<file path="config.mk">
export PLATFORM = sky130hd
export DESIGN_NAME = plt_timer_unit
export DESIGN_NICKNAME = d
export VERILOG_FILES = /design/src/hdl/plt_pkg.sv /design/src/hdl/plt_prescaler.sv /design/src/hdl/plt_time_codec.sv /design/src/hdl/plt_timer_unit.sv
export VERILOG_INCLUDE_DIRS = /design/src /design/src/hdl
export SDC_FILE = /design/constraint.sdc
export NUM_CORES = 2
export LEC_CHECK = 0
export ABC_CLOCK_PERIOD_IN_PS = 10120
export BUFFER_PORTS_ARGS = -buffer_cell sky130_fd_sc_hd__buf_2
export CAP_MARGIN = 15
export CORE_UTILIZATION = 55
export DETAILED_ROUTE_END_ITERATION = 10
export HOLD_SLACK_MARGIN = 0.08
export PLACE_DENSITY = 0.77
export SLEW_MARGIN = 5
export SYNTH_ARGS = -nofsm -noshare
export SYNTH_HDL_FRONTEND = slang
export SYNTH_SLANG_ARGS = --single-unit
</file>
<file path="constraint.sdc">
create_clock -name mclk -period 10.12 [get_ports mclk]
set_clock_uncertainty 0.15 [all_clocks]
set_input_delay 0.506 -clock mclk [delete_from_list [all_inputs] [get_ports mclk]]
set_output_delay 0.506 -clock mclk [all_outputs]
set_load 0.02 [all_outputs]
</file>
<file path="src/hdl/plt_defines.svh">
// Offsets, field positions, reset values and timing figures of the timer bank.
// Included by the timer-bank design files; definitions only.
`ifndef PLT_DEFINES_SVH
`define PLT_DEFINES_SVH

// AXI4-Lite register byte offsets
`define PLT_OFF_ACCU 8'h00
`define PLT_OFF_OP 8'h04
`define PLT_OFF_SEL 8'h08
`define PLT_OFF_SCAN 8'h0C
`define PLT_OFF_BIN 8'h10
`define PLT_OFF_BCD 8'h14
`define PLT_ADDR_W 8

// Operation register fields
`define PLT_OP_IDX_LSB 0
`define PLT_OP_CODE_LSB 8
`define PLT_OP_CODE_W 3
`define PLT_OP_RLO_BIT 16

// Time word fields
`define PLT_TW_BCD_LSB 0
`define PLT_TW_BCD_W 12
`define PLT_TW_BASE_LSB 12
`define PLT_TW_BASE_W 2
`define PLT_CNT_W 10

// Scan register bits
`define PLT_SCAN_OUT_BIT 0
`define PLT_SCAN_RUN_BIT 1
`define PLT_SCAN_DONE_BIT 2

// Reset values
`define PLT_RST_WORD 32'h0000_0000
`define PLT_RST_CNT 10'h000

// Bus responses
`define PLT_RESP_OKAY 2'h0
`define PLT_RESP_SLVERR 2'h2

// Timing: clock period and smallest time base, both in ns
`define PLT_CLK_PERIOD_NS 50
`define PLT_BASE0_PERIOD_NS 10000000
`define PLT_DECADE 4'h9

`endif

</file>
<file path="src/hdl/plt_pkg.sv">
// Types shared by the timer-bank design files.
// Assumes nothing of its surroundings.
package plt_pkg;

   // Operation codes; a timer's mode takes the code on a starting edge, a clearing op or any off-delay op
   typedef enum logic [2:0] {
      plt_pulse_mode = 3'b000,
      plt_extended_pulse_mode = 3'b001,
      plt_on_delay_mode = 3'b010,
      plt_stored_on_delay_mode = 3'b011,
      plt_off_delay_mode = 3'b100,
      plt_reset_op = 3'b101,
      plt_no_op_a = 3'b110,
      plt_no_op_b = 3'b111
   } plt_op_type;

endpackage : plt_pkg

</file>
<file path="src/hdl/plt_prescaler.sv">
// Free-running time-base prescaler: one-cycle ticks for 0.01 s, 0.1 s,
// 1 s and 10 s. Assumes a synchronous active-high reset on mclk.
`timescale 1ns/100ps
`default_nettype none
`include "plt_defines.svh"

module plt_prescaler #(
   parameter int TICK_CYCLES = `PLT_BASE0_PERIOD_NS / `PLT_CLK_PERIOD_NS
) (
   input wire logic mclk,
   input wire logic sys_rst,
   output logic [3:0] tick_o
);
   localparam int PW = $clog2(TICK_CYCLES + 1);
   localparam logic [PW-1:0] LAST = PW'(TICK_CYCLES - 1);

   logic [PW-1:0] pre_r;
   logic [3:0] dec_r [3];
   logic [3:0] hit;

   always_comb begin
      hit[0] = (pre_r == LAST);
      hit[1] = hit[0] && (dec_r[0] == `PLT_DECADE);
      hit[2] = hit[1] && (dec_r[1] == `PLT_DECADE);
      hit[3] = hit[2] && (dec_r[2] == `PLT_DECADE);
   end

   always_ff @(posedge mclk) begin
      if (sys_rst || hit[0]) begin
         pre_r <= '0;
      end else begin
         pre_r <= pre_r + PW'(1);
      end
   end

   // Decade stages keep the four bases phase-locked to each other
   always_ff @(posedge mclk) begin
      for (int k = 0; k < 3; k++) begin
         if (sys_rst || hit[k+1]) begin
            dec_r[k] <= 4'h0;
         end else if (hit[k]) begin
            dec_r[k] <= dec_r[k] + 4'h1;
         end
      end
   end

   always_ff @(posedge mclk) begin
      if (sys_rst) begin
         tick_o <= 4'h0;
      end else begin
         tick_o <= hit;
      end
   end

endmodule : plt_prescaler
`default_nettype wire

</file>
<file path="src/hdl/plt_time_codec.sv">
// Three-digit BCD to binary and binary to BCD conversion, combinational.
// Assumes binary values stay below 1000.
`timescale 1ns/100ps
`default_nettype none
`include "plt_defines.svh"

module plt_time_codec (
   input wire logic [`PLT_TW_BCD_W-1:0] bcd_in,
   input wire logic [`PLT_CNT_W-1:0] bin_in,
   output logic [`PLT_CNT_W-1:0] bin_out,
   output logic [`PLT_TW_BCD_W-1:0] bcd_out
);
   function automatic logic [`PLT_CNT_W-1:0] bcd_to_bin(
      input logic [`PLT_TW_BCD_W-1:0] d);
      logic [`PLT_CNT_W-1:0] h, t, u;
      h = `PLT_CNT_W'(d[11:8]);
      t = `PLT_CNT_W'(d[7:4]);
      u = `PLT_CNT_W'(d[3:0]);
      return `PLT_CNT_W'(h * 10'd100 + t * 10'd10 + u);
   endfunction : bcd_to_bin

   // Shift-and-add-3; values over 999 are not representable
   function automatic logic [`PLT_TW_BCD_W-1:0] bin_to_bcd(
      input logic [`PLT_CNT_W-1:0] b);
      logic [`PLT_TW_BCD_W-1:0] acc;
      acc = '0;
      for (int i = `PLT_CNT_W - 1; i >= 0; i--) begin
         for (int j = 0; j < 3; j++) begin
            if (acc[j*4 +: 4] > 4'h4) begin
               acc[j*4 +: 4] = acc[j*4 +: 4] + 4'h3;
            end
         end
         acc = {acc[`PLT_TW_BCD_W-2:0], b[i]};
      end
      return acc;
   endfunction : bin_to_bcd

   always_comb begin
      bin_out = bcd_to_bin(bcd_in);
      bcd_out = bin_to_bcd(bin_in);
   end

endmodule : plt_time_codec
`default_nettype wire

</file>
<file path="src/hdl/plt_timer_unit.sv">
// Bank of controller timers behind an AXI4-Lite slave.
// Assumes one master, synchronous inputs on mclk, synchronous reset.
//
// Notes on behaviour
// - Every start operation takes the accumulator word as the time value.
// - Base code 0..3 means 0.01 s, 0.1 s, 1 s, 10 s per count.
// - Count is BCD; the two top bits of the time word are ignored.
// - Elapsed time lies within one base unit below the programmed time.
// - Pulse, extended, on-delay and stored modes start on a rising logic bit.
// - Pulse and on-delay modes clear the timer while the logic bit is 0.
// - Extended, stored and reset leave the timer alone on a 0 logic bit.
// - Pulse and extended pulse output reads 1 while counting.
// - Stored on-delay output sets on expiry, holds until a reset operation, a new starting edge or an op that clears the timer.
// - Off-delay mode starts on a falling logic bit.
// - Off-delay holds the loaded value while the logic bit is 1.
// - Off-delay output reads 1 while logic bit is 1 or timer counts.
// - Reset operation forces the initial value while the logic bit is 1.
// - Output reads 0 while held in reset or never started, except off-delay, which reads 1 while its logic bit is 1.
// - Coded read gives BCD time and base; plain read gives binary.
// - A started timer counts down one per base tick until zero.
// - A starting edge while running reloads and restarts the timer.
`timescale 1ns/100ps
`default_nettype none
`include "plt_defines.svh"

module plt_timer_unit #(
   parameter int N_TIMERS = 16,
   parameter int TICK_CYCLES = `PLT_BASE0_PERIOD_NS / `PLT_CLK_PERIOD_NS
) (
   input wire logic mclk,
   input wire logic sys_rst,
   input wire logic [`PLT_ADDR_W-1:0] s_axi_awaddr,
   input wire logic [2:0] s_axi_awprot,
   input wire logic s_axi_awvalid,
   output logic s_axi_awready,
   input wire logic [31:0] s_axi_wdata,
   input wire logic [3:0] s_axi_wstrb,
   input wire logic s_axi_wvalid,
   output logic s_axi_wready,
   output logic [1:0] s_axi_bresp,
   output logic s_axi_bvalid,
   input wire logic s_axi_bready,
   input wire logic [`PLT_ADDR_W-1:0] s_axi_araddr,
   input wire logic [2:0] s_axi_arprot,
   input wire logic s_axi_arvalid,
   output logic s_axi_arready,
   output logic [31:0] s_axi_rdata,
   output logic [1:0] s_axi_rresp,
   output logic s_axi_rvalid,
   input wire logic s_axi_rready
);
   localparam int IDX_W = (N_TIMERS > 1) ? $clog2(N_TIMERS) : 1;
   localparam int CW = `PLT_CNT_W;

   // Bus-side state
   logic [`PLT_ADDR_W-1:0] awaddr_r;
   logic [31:0] wdata_r;
   logic [3:0] wstrb_r;
   logic aw_have_r;
   logic w_have_r;
   logic wr_go;
   logic [31:0] accu_r;
   logic [31:0] op_word_r;
   logic [31:0] sel_word_r;
   logic [31:0] rd_nxt;
   logic rd_err_nxt;

   // Operation decode
   logic op_go;
   logic [31:0] op_word_nxt;
   logic [IDX_W-1:0] op_idx;
   plt_pkg::plt_op_type op_code;
   logic op_rlo;

   // Timer state, one entry per timer
   logic [CW-1:0] cnt_r [N_TIMERS];
   logic [CW-1:0] init_r [N_TIMERS];
   logic [1:0] base_r [N_TIMERS];
   plt_pkg::plt_op_type mode_r [N_TIMERS];
   logic run_r [N_TIMERS];
   logic done_r [N_TIMERS];
   logic rlo_r [N_TIMERS];
   logic held_r [N_TIMERS];

   logic [3:0] tick_w;
   logic [CW-1:0] load_bin;
   logic [1:0] load_base;
   logic [IDX_W-1:0] sel_idx;
   logic [`PLT_TW_BCD_W-1:0] sel_bcd;

   // Byte-lane merge used by every writable register
   function automatic logic [31:0] merge_strb(input logic [31:0] old,
                                               input logic [31:0] nw,
                                               input logic [3:0] strb);
      logic [31:0] res;
      res = old;
      for (int b = 0; b < 4; b++) begin
         if (strb[b]) begin
            res[b*8 +: 8] = nw[b*8 +: 8];
         end
      end
      return res;
   endfunction : merge_strb

   // Scanned output of one timer from its stored state
   function automatic logic scan_of(input plt_pkg::plt_op_type mode,
                                    input logic run,
                                    input logic done,
                                    input logic logic_result_bit,
                                    input logic held);
      logic q;
      q = 1'b0;
      case (mode)
         plt_pkg::plt_pulse_mode,
         plt_pkg::plt_extended_pulse_mode: q = run;
         plt_pkg::plt_on_delay_mode: q = done && logic_result_bit;
         plt_pkg::plt_stored_on_delay_mode: q = done;
         plt_pkg::plt_off_delay_mode: q = logic_result_bit || run;
         default: q = 1'b0;
      endcase
      return q && !held;
   endfunction : scan_of

   plt_prescaler #(
      .TICK_CYCLES(TICK_CYCLES)
   ) u_prescaler (
      .mclk(mclk),
      .sys_rst(sys_rst),
      .tick_o(tick_w)
   );

   // low twelve bits are the BCD count
   plt_time_codec u_codec (
      .bcd_in(accu_r[`PLT_TW_BCD_LSB +: `PLT_TW_BCD_W]),
      .bin_in(cnt_r[sel_idx]),
      .bin_out(load_bin),
      .bcd_out(sel_bcd)
   );

   // bits 14 and 15 never reach the timer
   assign load_base = accu_r[`PLT_TW_BASE_LSB +: `PLT_TW_BASE_W];
   assign sel_idx = sel_word_r[IDX_W-1:0];

   // Write channel: address and data taken in either order
   assign wr_go = aw_have_r && w_have_r && !s_axi_bvalid;

   always_ff @(posedge mclk) begin
      if (sys_rst) begin
         s_axi_awready <= 1'b0;
         aw_have_r <= 1'b0;
         awaddr_r <= '0;
      end else begin
         s_axi_awready <= !s_axi_awready && s_axi_awvalid && !aw_have_r &&
            !s_axi_bvalid;
         if (s_axi_awready && s_axi_awvalid) begin
            aw_have_r <= 1'b1;
            awaddr_r <= s_axi_awaddr;
         end else if (wr_go) begin
            aw_have_r <= 1'b0;
         end
      end
   end

   always_ff @(posedge mclk) begin
      if (sys_rst) begin
         s_axi_wready <= 1'b0;
         w_have_r <= 1'b0;
         wdata_r <= `PLT_RST_WORD;
         wstrb_r <= 4'h0;
      end else begin
         s_axi_wready <= !s_axi_wready && s_axi_wvalid && !w_have_r &&
            !s_axi_bvalid;
         if (s_axi_wready && s_axi_wvalid) begin
            w_have_r <= 1'b1;
            wdata_r <= s_axi_wdata;
            wstrb_r <= s_axi_wstrb;
         end else if (wr_go) begin
            w_have_r <= 1'b0;
         end
      end
   end

   always_ff @(posedge mclk) begin
      if (sys_rst) begin
         s_axi_bvalid <= 1'b0;
         s_axi_bresp <= `PLT_RESP_OKAY;
      end else if (wr_go) begin
         s_axi_bvalid <= 1'b1;
         case (awaddr_r)
            `PLT_OFF_ACCU, `PLT_OFF_OP, `PLT_OFF_SEL,
            `PLT_OFF_SCAN, `PLT_OFF_BIN, `PLT_OFF_BCD: begin
               s_axi_bresp <= `PLT_RESP_OKAY;
            end
            default: begin
               s_axi_bresp <= `PLT_RESP_SLVERR;
            end
         endcase
      end else if (s_axi_bready) begin
         s_axi_bvalid <= 1'b0;
      end
   end

   // accumulator written by the sequencer before each start
   always_ff @(posedge mclk) begin
      if (sys_rst) begin
         accu_r <= `PLT_RST_WORD;
         sel_word_r <= `PLT_RST_WORD;
         op_word_r <= `PLT_RST_WORD;
      end else if (wr_go) begin
         if (awaddr_r == `PLT_OFF_ACCU) begin
            accu_r <= merge_strb(accu_r, wdata_r, wstrb_r);
         end
         if (awaddr_r == `PLT_OFF_SEL) begin
            sel_word_r <= merge_strb(sel_word_r, wdata_r, wstrb_r);
         end
         if (awaddr_r == `PLT_OFF_OP) begin
            op_word_r <= op_word_nxt;
         end
      end
   end

   // An operation executes in the cycle its register write completes
   always_comb begin
      op_word_nxt = merge_strb(op_word_r, wdata_r, wstrb_r);
      op_go = wr_go && (awaddr_r == `PLT_OFF_OP);
      op_idx = op_word_nxt[`PLT_OP_IDX_LSB +: IDX_W];
      op_code = plt_pkg::plt_op_type'(
         op_word_nxt[`PLT_OP_CODE_LSB +: `PLT_OP_CODE_W]);
      op_rlo = op_word_nxt[`PLT_OP_RLO_BIT];
   end

   // Timer bank; an operation on a timer overrides its tick that cycle
   always_ff @(posedge mclk) begin
      if (sys_rst) begin
         for (int i = 0; i < N_TIMERS; i++) begin
            cnt_r[i] <= `PLT_RST_CNT;
            init_r[i] <= `PLT_RST_CNT;
            base_r[i] <= 2'h0;
            mode_r[i] <= plt_pkg::plt_pulse_mode;
            run_r[i] <= 1'b0;
            done_r[i] <= 1'b0;
            rlo_r[i] <= 1'b0;
            held_r[i] <= 1'b0;
         end
      end else begin
         for (int i = 0; i < N_TIMERS; i++) begin
            // tick chosen by base code; free phase gives the tolerance
            if (run_r[i] && tick_w[base_r[i]]) begin
               if (cnt_r[i] <= CW'(1)) begin
                  cnt_r[i] <= `PLT_RST_CNT;
                  run_r[i] <= 1'b0;
                  done_r[i] <= 1'b1;
               end else begin
                  cnt_r[i] <= cnt_r[i] - CW'(1);
               end
            end
            if (op_go && (op_idx == IDX_W'(i))) begin
               case (op_code)
                  plt_pkg::plt_pulse_mode,
                  plt_pkg::plt_extended_pulse_mode,
                  plt_pkg::plt_on_delay_mode,
                  plt_pkg::plt_stored_on_delay_mode: begin
                     // time value taken on every start operation
                     init_r[i] <= load_bin;
                     rlo_r[i] <= op_rlo;
                     if (op_rlo && !rlo_r[i]) begin
                        mode_r[i] <= op_code;
                        cnt_r[i] <= load_bin;
                        base_r[i] <= load_base;
                        run_r[i] <= 1'b1;
                        done_r[i] <= 1'b0;
                        held_r[i] <= 1'b0;
                     end else if (!op_rlo &&
                                  (op_code == plt_pkg::plt_pulse_mode ||
                                   op_code == plt_pkg::plt_on_delay_mode)) begin
                        // logic bit 0 clears the timer
                        mode_r[i] <= op_code;
                        cnt_r[i] <= `PLT_RST_CNT;
                        run_r[i] <= 1'b0;
                        done_r[i] <= 1'b0;
                     end
                     // other modes ignore a 0 logic bit
                  end
                  plt_pkg::plt_off_delay_mode: begin
                     init_r[i] <= load_bin;
                     rlo_r[i] <= op_rlo;
                     mode_r[i] <= op_code;
                     if (op_rlo) begin
                        cnt_r[i] <= load_bin;
                        base_r[i] <= load_base;
                        run_r[i] <= 1'b0;
                        done_r[i] <= 1'b0;
                        held_r[i] <= 1'b0;
                     end else if (rlo_r[i]) begin
                        // falling edge starts from the loaded value
                        cnt_r[i] <= load_bin;
                        base_r[i] <= load_base;
                        run_r[i] <= 1'b1;
                        held_r[i] <= 1'b0;
                     end
                  end
                  plt_pkg::plt_reset_op: begin
                     // back to initial value while logic bit is 1
                     if (op_rlo) begin
                        cnt_r[i] <= init_r[i];
                        run_r[i] <= 1'b0;
                        done_r[i] <= 1'b0;
                        held_r[i] <= 1'b1;
                        rlo_r[i] <= 1'b0;
                     end
                     // reset with 0 leaves the timer alone
                  end
                  default: begin
                     held_r[i] <= held_r[i];
                  end
               endcase
            end
         end
      end
   end

   // Read data: plain and coded views of the selected timer
   always_comb begin
      rd_nxt = `PLT_RST_WORD;
      rd_err_nxt = 1'b0;
      case (s_axi_araddr)
         `PLT_OFF_ACCU: rd_nxt = accu_r;
         `PLT_OFF_OP: rd_nxt = op_word_r;
         `PLT_OFF_SEL: rd_nxt = 32'(sel_idx);
         `PLT_OFF_SCAN: begin
            rd_nxt[`PLT_SCAN_OUT_BIT] = scan_of(mode_r[sel_idx],
               run_r[sel_idx], done_r[sel_idx], rlo_r[sel_idx],
               held_r[sel_idx]);
            rd_nxt[`PLT_SCAN_RUN_BIT] = run_r[sel_idx];
            rd_nxt[`PLT_SCAN_DONE_BIT] = done_r[sel_idx];
         end
         `PLT_OFF_BIN: rd_nxt = 32'(cnt_r[sel_idx]);
         `PLT_OFF_BCD: begin
            rd_nxt[`PLT_TW_BCD_LSB +: `PLT_TW_BCD_W] = sel_bcd;
            rd_nxt[`PLT_TW_BASE_LSB +: `PLT_TW_BASE_W] = base_r[sel_idx];
         end
         default: rd_err_nxt = 1'b1;
      endcase
   end

   always_ff @(posedge mclk) begin
      if (sys_rst) begin
         s_axi_arready <= 1'b0;
      end else begin
         s_axi_arready <= !s_axi_arready && s_axi_arvalid && !s_axi_rvalid;
      end
   end

   always_ff @(posedge mclk) begin
      if (sys_rst) begin
         s_axi_rvalid <= 1'b0;
         s_axi_rdata <= `PLT_RST_WORD;
         s_axi_rresp <= `PLT_RESP_OKAY;
      end else if (s_axi_arready && s_axi_arvalid) begin
         s_axi_rvalid <= 1'b1;
         s_axi_rdata <= rd_nxt;
         s_axi_rresp <= rd_err_nxt ? `PLT_RESP_SLVERR : `PLT_RESP_OKAY;
      end else if (s_axi_rready) begin
         s_axi_rvalid <= 1'b0;
      end
   end

endmodule : plt_timer_unit
`default_nettype wire

</file>
# --- After elaboration in Yosys (flattened, before gate mapping) ---
# Memories as Yosys holds them, arrays and structs flattened. A register that Yosys moved wholly into a read port is not among the register bits.
# Cells that the tools add are included.
classes:
  eq_ne: 54
  muxes: 1270
  n_div: 0
  bitwise: 547
  n_addsub: 34
  n_reduce_logical: 139
  n_lt_le_gt_ge: 44
  n_shift: 0
  n_mul: 2
op_table:
  columns: ["cell", "n"]
  rows:
  - ["$mux W10", 144]
  - ["$mux W1", 977]
  - ["$or A1 B1 Y1", 547]
  - ["$le A10 B1 Y1 const B", 16]
  - ["$sub A10 B1 Y10 const B", 16]
  - ["$mux W3", 50]
  - ["$mux W4", 29]
  - ["$mux W2", 50]
  - ["$logic_and A1 B1 Y1", 68]
  - ["$pmux W11 S5", 1]
  - ["$lt A2 B3 Y1 const B", 16]
  - ["$eq A4 B4 Y1 const B", 11]
  - ["$add A4 B2 Y4 const B", 9]
  - ["$gt A4 B3 Y1 const B", 9]
  - ["$pmux W18 S2", 1]
  - ["$reduce_and A2 Y1", 17]
  - ["$bmux W1 S2", 16]
  - ["$eq A8 B4 Y1 const B", 4]
  - ["$eq A8 B5 Y1 const B", 4]
  - ["$reduce_and A3 Y1", 9]
  - ["$logic_not A1 Y1", 25]
  - ["$add A18 B1 Y18 const B", 1]
  - ["$eq A18 B18 Y1 const B", 1]
  - ["$pmux W3 S6", 1]
  - ["other kinds (25)", 68]
word_totals:
  reg_bits: 177
  mem_bits_ro: 0
  output_inout_bits: 41
  in_bits: 65
  latch_bits: 0
  memories: 9
  ramBits: 476
memory_table:
  columns: ["memory", "depth", "word_bits", "rd", "rd_clocked_by_memory_dff", "wr", "line", "rtl"]
  rows:
  - ["cnt_r", 16, 10, 17, 1, 16, "plt_timer_unit.sv:76", "logic [CW-1:0] cnt_r [N_TIMERS];"]
  - ["init_r", 16, 10, 16, 0, 16, "plt_timer_unit.sv:77", "logic [CW-1:0] init_r [N_TIMERS];"]
  - ["mode_r", 16, 3, 1, 1, 16, "plt_timer_unit.sv:79", "plt_pkg::plt_op_type mode_r [N_TIMERS];"]
  - ["base_r", 16, 2, 17, 1, 16, "plt_timer_unit.sv:78", "logic [1:0] base_r [N_TIMERS];"]
  - ["done_r", 16, 1, 1, 1, 16, "plt_timer_unit.sv:81", "logic done_r [N_TIMERS];"]
  - ["held_r", 16, 1, 1, 1, 16, "plt_timer_unit.sv:83", "logic held_r [N_TIMERS];"]
  - ["+3 memories", null, null, null, null, null, null, null]

# --- Depth between registers and ports, before layout ---
depth:
  ltp_word: 15
  mapped_depth: 41
  depth_no_buf: 38

# --- By module ---
# Synthesis repeated with hierarchy kept, for this count alone.
hier_totals:
  hier_cells: 3814
  hier_area_um2: 38295.5
by_module_without_submodules:
  columns: ["mod", "seq_area_each_um2", "instances", "cells_each", "area_each_um2"]
  rows:
  - ["plt_timer_unit", 17076.4, 1, 3259, 34048.9]
  - ["plt_time_codec", 0.0, 1, 394, 2657.5]
  - ["plt_prescaler", 800.8, 1, 161, 1589.0]

# --- Worst setup path before layout ---
# No wires, ideal clock.
synth_path:
  path_kind: "register to register"
  startpoint: "register with a tool-made name"
  endpoint: "register s_axi_rdata[9]"
  slack_ns: 2.398
  t_required_ns: 9.896
  stages_incl_launch_ff: 37
  arrival_time_ns: 7.498
  path_cell_list: "dfxtp_1 > buf_2 > buf_2 > nor2_1 > a221oi_1 > a21oi_1 > ha_1 > inv_1 > ha_1 > clkbuf_1 > inv_1 > xnor2_1 > inv_1 > ha_1 > nor2_1 > or4b_1 > o2111ai_1 > o21ai_0 > a32o_1 > a21oi_1 > a31oi_1 > ha_1 > inv_1 > ha_1 > mux2_2 > nor2_1 > mux2_2 > a31oi_4 > xnor2_2 > o21ai_1 > xor2_1 > ha_1 > inv_1 > ha_1 > xor3_1 > or3_1 > a31oi_1"
synth_rtl:
  columns: ["item", "line", "rtl"]
  rows:
  - ["end signal: assignment", "plt_timer_unit.sv:357", "s_axi_rdata <= `PLT_RST_WORD;"]
  - ["end signal: assignment", "plt_timer_unit.sv:361", "s_axi_rdata <= rd_nxt;"]
  - ["end: declaration", "plt_timer_unit.sv:47", "output logic [31:0] s_axi_rdata,"]

==> impl_metrics.env <==
export IMPL_die_y_um=260
export IMPL_peakVddDrop_uv=122
export IMPL_hold_path_class="reg -> reg"
export IMPL_fin_tns_setup_ns=0
export IMPL_critPathLaunchType="flip-flop"
export IMPL_die_w_um=260
export IMPL_die_area_um2=67600
export IMPL_fp_coreArea_um2=65900
export IMPL_ant_nets=0
export IMPL_grt_max_degree=156
export IMPL_post_cts_buffers=0
export IMPL_htreeDepth=3
export IMPL_yosys_most_used_dff="edfxtp_1"
export IMPL_async_reset_ff_share_pct=0
export IMPL_cpPeakStageDelay_ns=0.64
export IMPL_area_growth_pct=11.4
export IMPL_period_minus_slack_ns=9.38
export IMPL_maxCapViolations=0
export IMPL_synth_cell_type_count=97
export IMPL_fin_crit_sh_pct=92.7
export IMPL_drc=0
export IMPL_synth_area_um2=36600
export IMPL_dr_pass1_iters=6
export IMPL_slew_viol_final=0
export IMPL_gp_congestion=1.02
export IMPL_path_class="reg -> reg"
export IMPL_syn_inst=3671
export IMPL_ios=106
export IMPL_vias_per_cell=6.51
export IMPL_ys_seq_elements=655
export IMPL_rsz0062_at_grt="false"
export IMPL_yosysSeqAreaShare_pct=48.8
export IMPL_grt_usage_pct=33.1
export IMPL_setup_viol=0
export IMPL_p_per_area_nw_per_um2=157
export IMPL_start_util_pct=55.6
export IMPL_outcome="finished clean"
export IMPL_via_count=30380
export IMPL_required_ns=10.54
export IMPL_dp_hpwl_um=76600
export IMPL_clockBufferDepth=3
export IMPL_nNetsFinal=3902
export IMPL_tightest_slew_ns=1.28
export IMPL_max_freq_ghz=0.107
export IMPL_cts_root_buf="clkbuf_16"
export IMPL_utilization_pct=61.9
export IMPL_ys_warn_count=0
export IMPL_synth_edf_count=476
export IMPL_grt_first_pass_wirelength_um=170000
export IMPL_num_rows=94
export IMPL_cts_tree="yes"
export IMPL_cts_sinks=655
export IMPL_drt_total_wl_um=113000
export IMPL_slew_headroom_pct=14.0
export IMPL_cp_max_fo=18
export IMPL_path_common_cell="ha_1"
export IMPL_antenna_found_initial=5
export IMPL_p_leak_uw=0.0144
export IMPL_avgSynthCellArea_um2=9.97
export IMPL_cpMaxStageDelayCell="mux4_2"
export IMPL_nFillCells=5183
export IMPL_cts_made_buffers=72
export IMPL_finalHoldViolations=0
export IMPL_drt_initial_drc_count=4295
export IMPL_end_kind="flip-flop"
export IMPL_clk_pin_slew_ns=0.07
export IMPL_cp_arrival_ns=9.80
export IMPL_grt_pass1_vias=28468
export IMPL_globalRouteOverflowTotal=0
export IMPL_clock_latency_ns=0.65
export IMPL_numPortBuffers=97
export IMPL_drive_above_1_share_pct=12.4
export IMPL_routedWlPerCell_um=24.2
[where the power goes]
| part | total [uW] | switching [uW] | internal (uW) | leakage, uW |
|---|---|---|---|---|
| registers | 3020 | 73.0 | 2950 | 0.00636 |
| clock network | 2620 | 1150 | 1480 | 0.00114 |
| logic | 751 | 454 | 297 | 0.00694 |
[placed cells by master, fill, tap and decap left out, drive strengths merged, types with 66 or more instances in the layout]
cell	count
nor2	582
edfxtp	476
nand2	409
a21oi	280
o21ai	220
dfxtp	179
buf	157
xnor2	115
mux2i	103
inv	99
clkbuf	98
mux4	94
ha	83
nand3	66
[metal layers]
metal | global-route usage, % | up-vias | share of wire [%]
li1 | - | 13503 | -
met1 | 42.6 | 14480 | 37
met3 | 8.90 | 433 | 12
met2 | 50.9 | 1960 | 45
met5 | 0 | - | 0.020
met4 | 17.5 | 4 | 5.9
[final cells by class]
| cell class | count | area (um2) | share of cell area [%] |
|---|---|---|---|
| Tap cell | 864 | 1080 | 2.65 |
| Antenna cell | 2 | 5.00 | 0.0123 |
| Inverter | 96 | 360 | 0.883 |
| Sequential cell | 655 | 17900 | 43.8 |
| Timing Repair Buffer | 211 | 1500 | 3.67 |
| Multi-Input combinational cell | 2713 | 17600 | 43.2 |
| Clock buffer | 97 | 1990 | 4.87 |
| Clock inverter | 32 | 343 | 0.840 |
[through the flow]
stage          setup slack, ns  area [um2]  total power, uW  std cells  hold WS (ns)
2_1_floorplan             2.40       36600             3620       3672         0.264
3_3_place_gp              1.05       37900             3770       4485         0.281
3_5_place_dp             0.845       37900             3790       4485         0.283
4_1_cts                  0.823       40800             6370       4667         0.291
5_1_grt                 0.0618       40800             6570       4668         0.322
6_report                 0.742       40800             6400       4670         0.301
[repair_timing]
item,4_1_cts,5_1_grt
setup endpoints to repair,0,2
resized for setup,0,1
hold buffers,53,0
endpoints found under the hold margin,50,0
[Yosys cell counts (all sizes together) (15+ instances only)]
cell	n	share of area, %
nor2	582	6.0
edfxtp	476	39
nand2	409	4.2
a21oi	280	3.8
o21ai	220	3.0
dfxtp	179	9.8
clkbuf	173	1.8
xnor2	115	2.8
mux2i	103	2.9
inv	95	0.97
mux4	94	5.8
ha	83	2.8
nand3	66	0.90
o22ai	61	1.1
nor4	57	1.0
nor3	56	0.78
a22o	55	1.3
xor2	55	1.3
nand2b	53	0.91
buf	35	0.50
and2	29	0.50
mux2	29	0.90
or2	29	0.50
a21o	22	0.45
and3	22	0.38
or4	22	0.47
a211oi	21	0.43
nand3b	20	0.41
nor2b	20	0.34
or3	20	0.34
o211ai	17	0.36
o21bai	17	0.35
a22oi	15	0.31
[flip-flops by register name, indices dropped and copies added, names as in the netlist, 32 cells and up, named ones only]
register,flops
cnt_r,160
init_r,160
mode_r,48
accu_r,32
base_r,32
op_word_r,32
s_axi_rdata,32
wdata_r,32
[worst paths after layout]
kind / from / to / slack [ns] / cells past startpoint
max: flip-flop / s_axi_rdata[9] / 0.74 / 33
min: s_axi_rvalid / s_axi_arready / 0.30 / 1
max reg2reg: flip-flop / s_axi_rdata[9] / 0.74 / 33
min reg2reg: s_axi_rvalid / s_axi_arready / 0.30 / 1
[critical path, delay by kind of cell (launching register included)]
family | cells | cell delay (ns)
muxes | 3 | 1.45
DFF | 1 | 0.62
and+or+nand+nor | 5 | 1.46
buffers and inverters | 6 | 1.12
AOI/OAI and AO/OA | 9 | 1.86
adders and majority gates | 6 | 1.53
xor gates and xnor gates | 4 | 1.10
[logic make-up (layout without fill, tap and decap cells)]
| logic type | Yosys count | after routing | synth area share, % |
|---|---|---|---|
| AOI/OAI and AO/OA | 806 | 806 | 13.6 |
| xor gates and xnor gates | 171 | 171 | 4.15 |
| adders and majority gates | 88 | 88 | 3.11 |
| buffers and inverters | 304 | 436 | 3.25 |
| DFF | 655 | 655 | 48.8 |
| muxes | 226 | 226 | 9.62 |
| other | 1 | 4 | 0.0102 |
| and+or+nand+nor | 1420 | 1420 | 17.5 |
No activity file was read; power rests on OpenSTA's default activity.
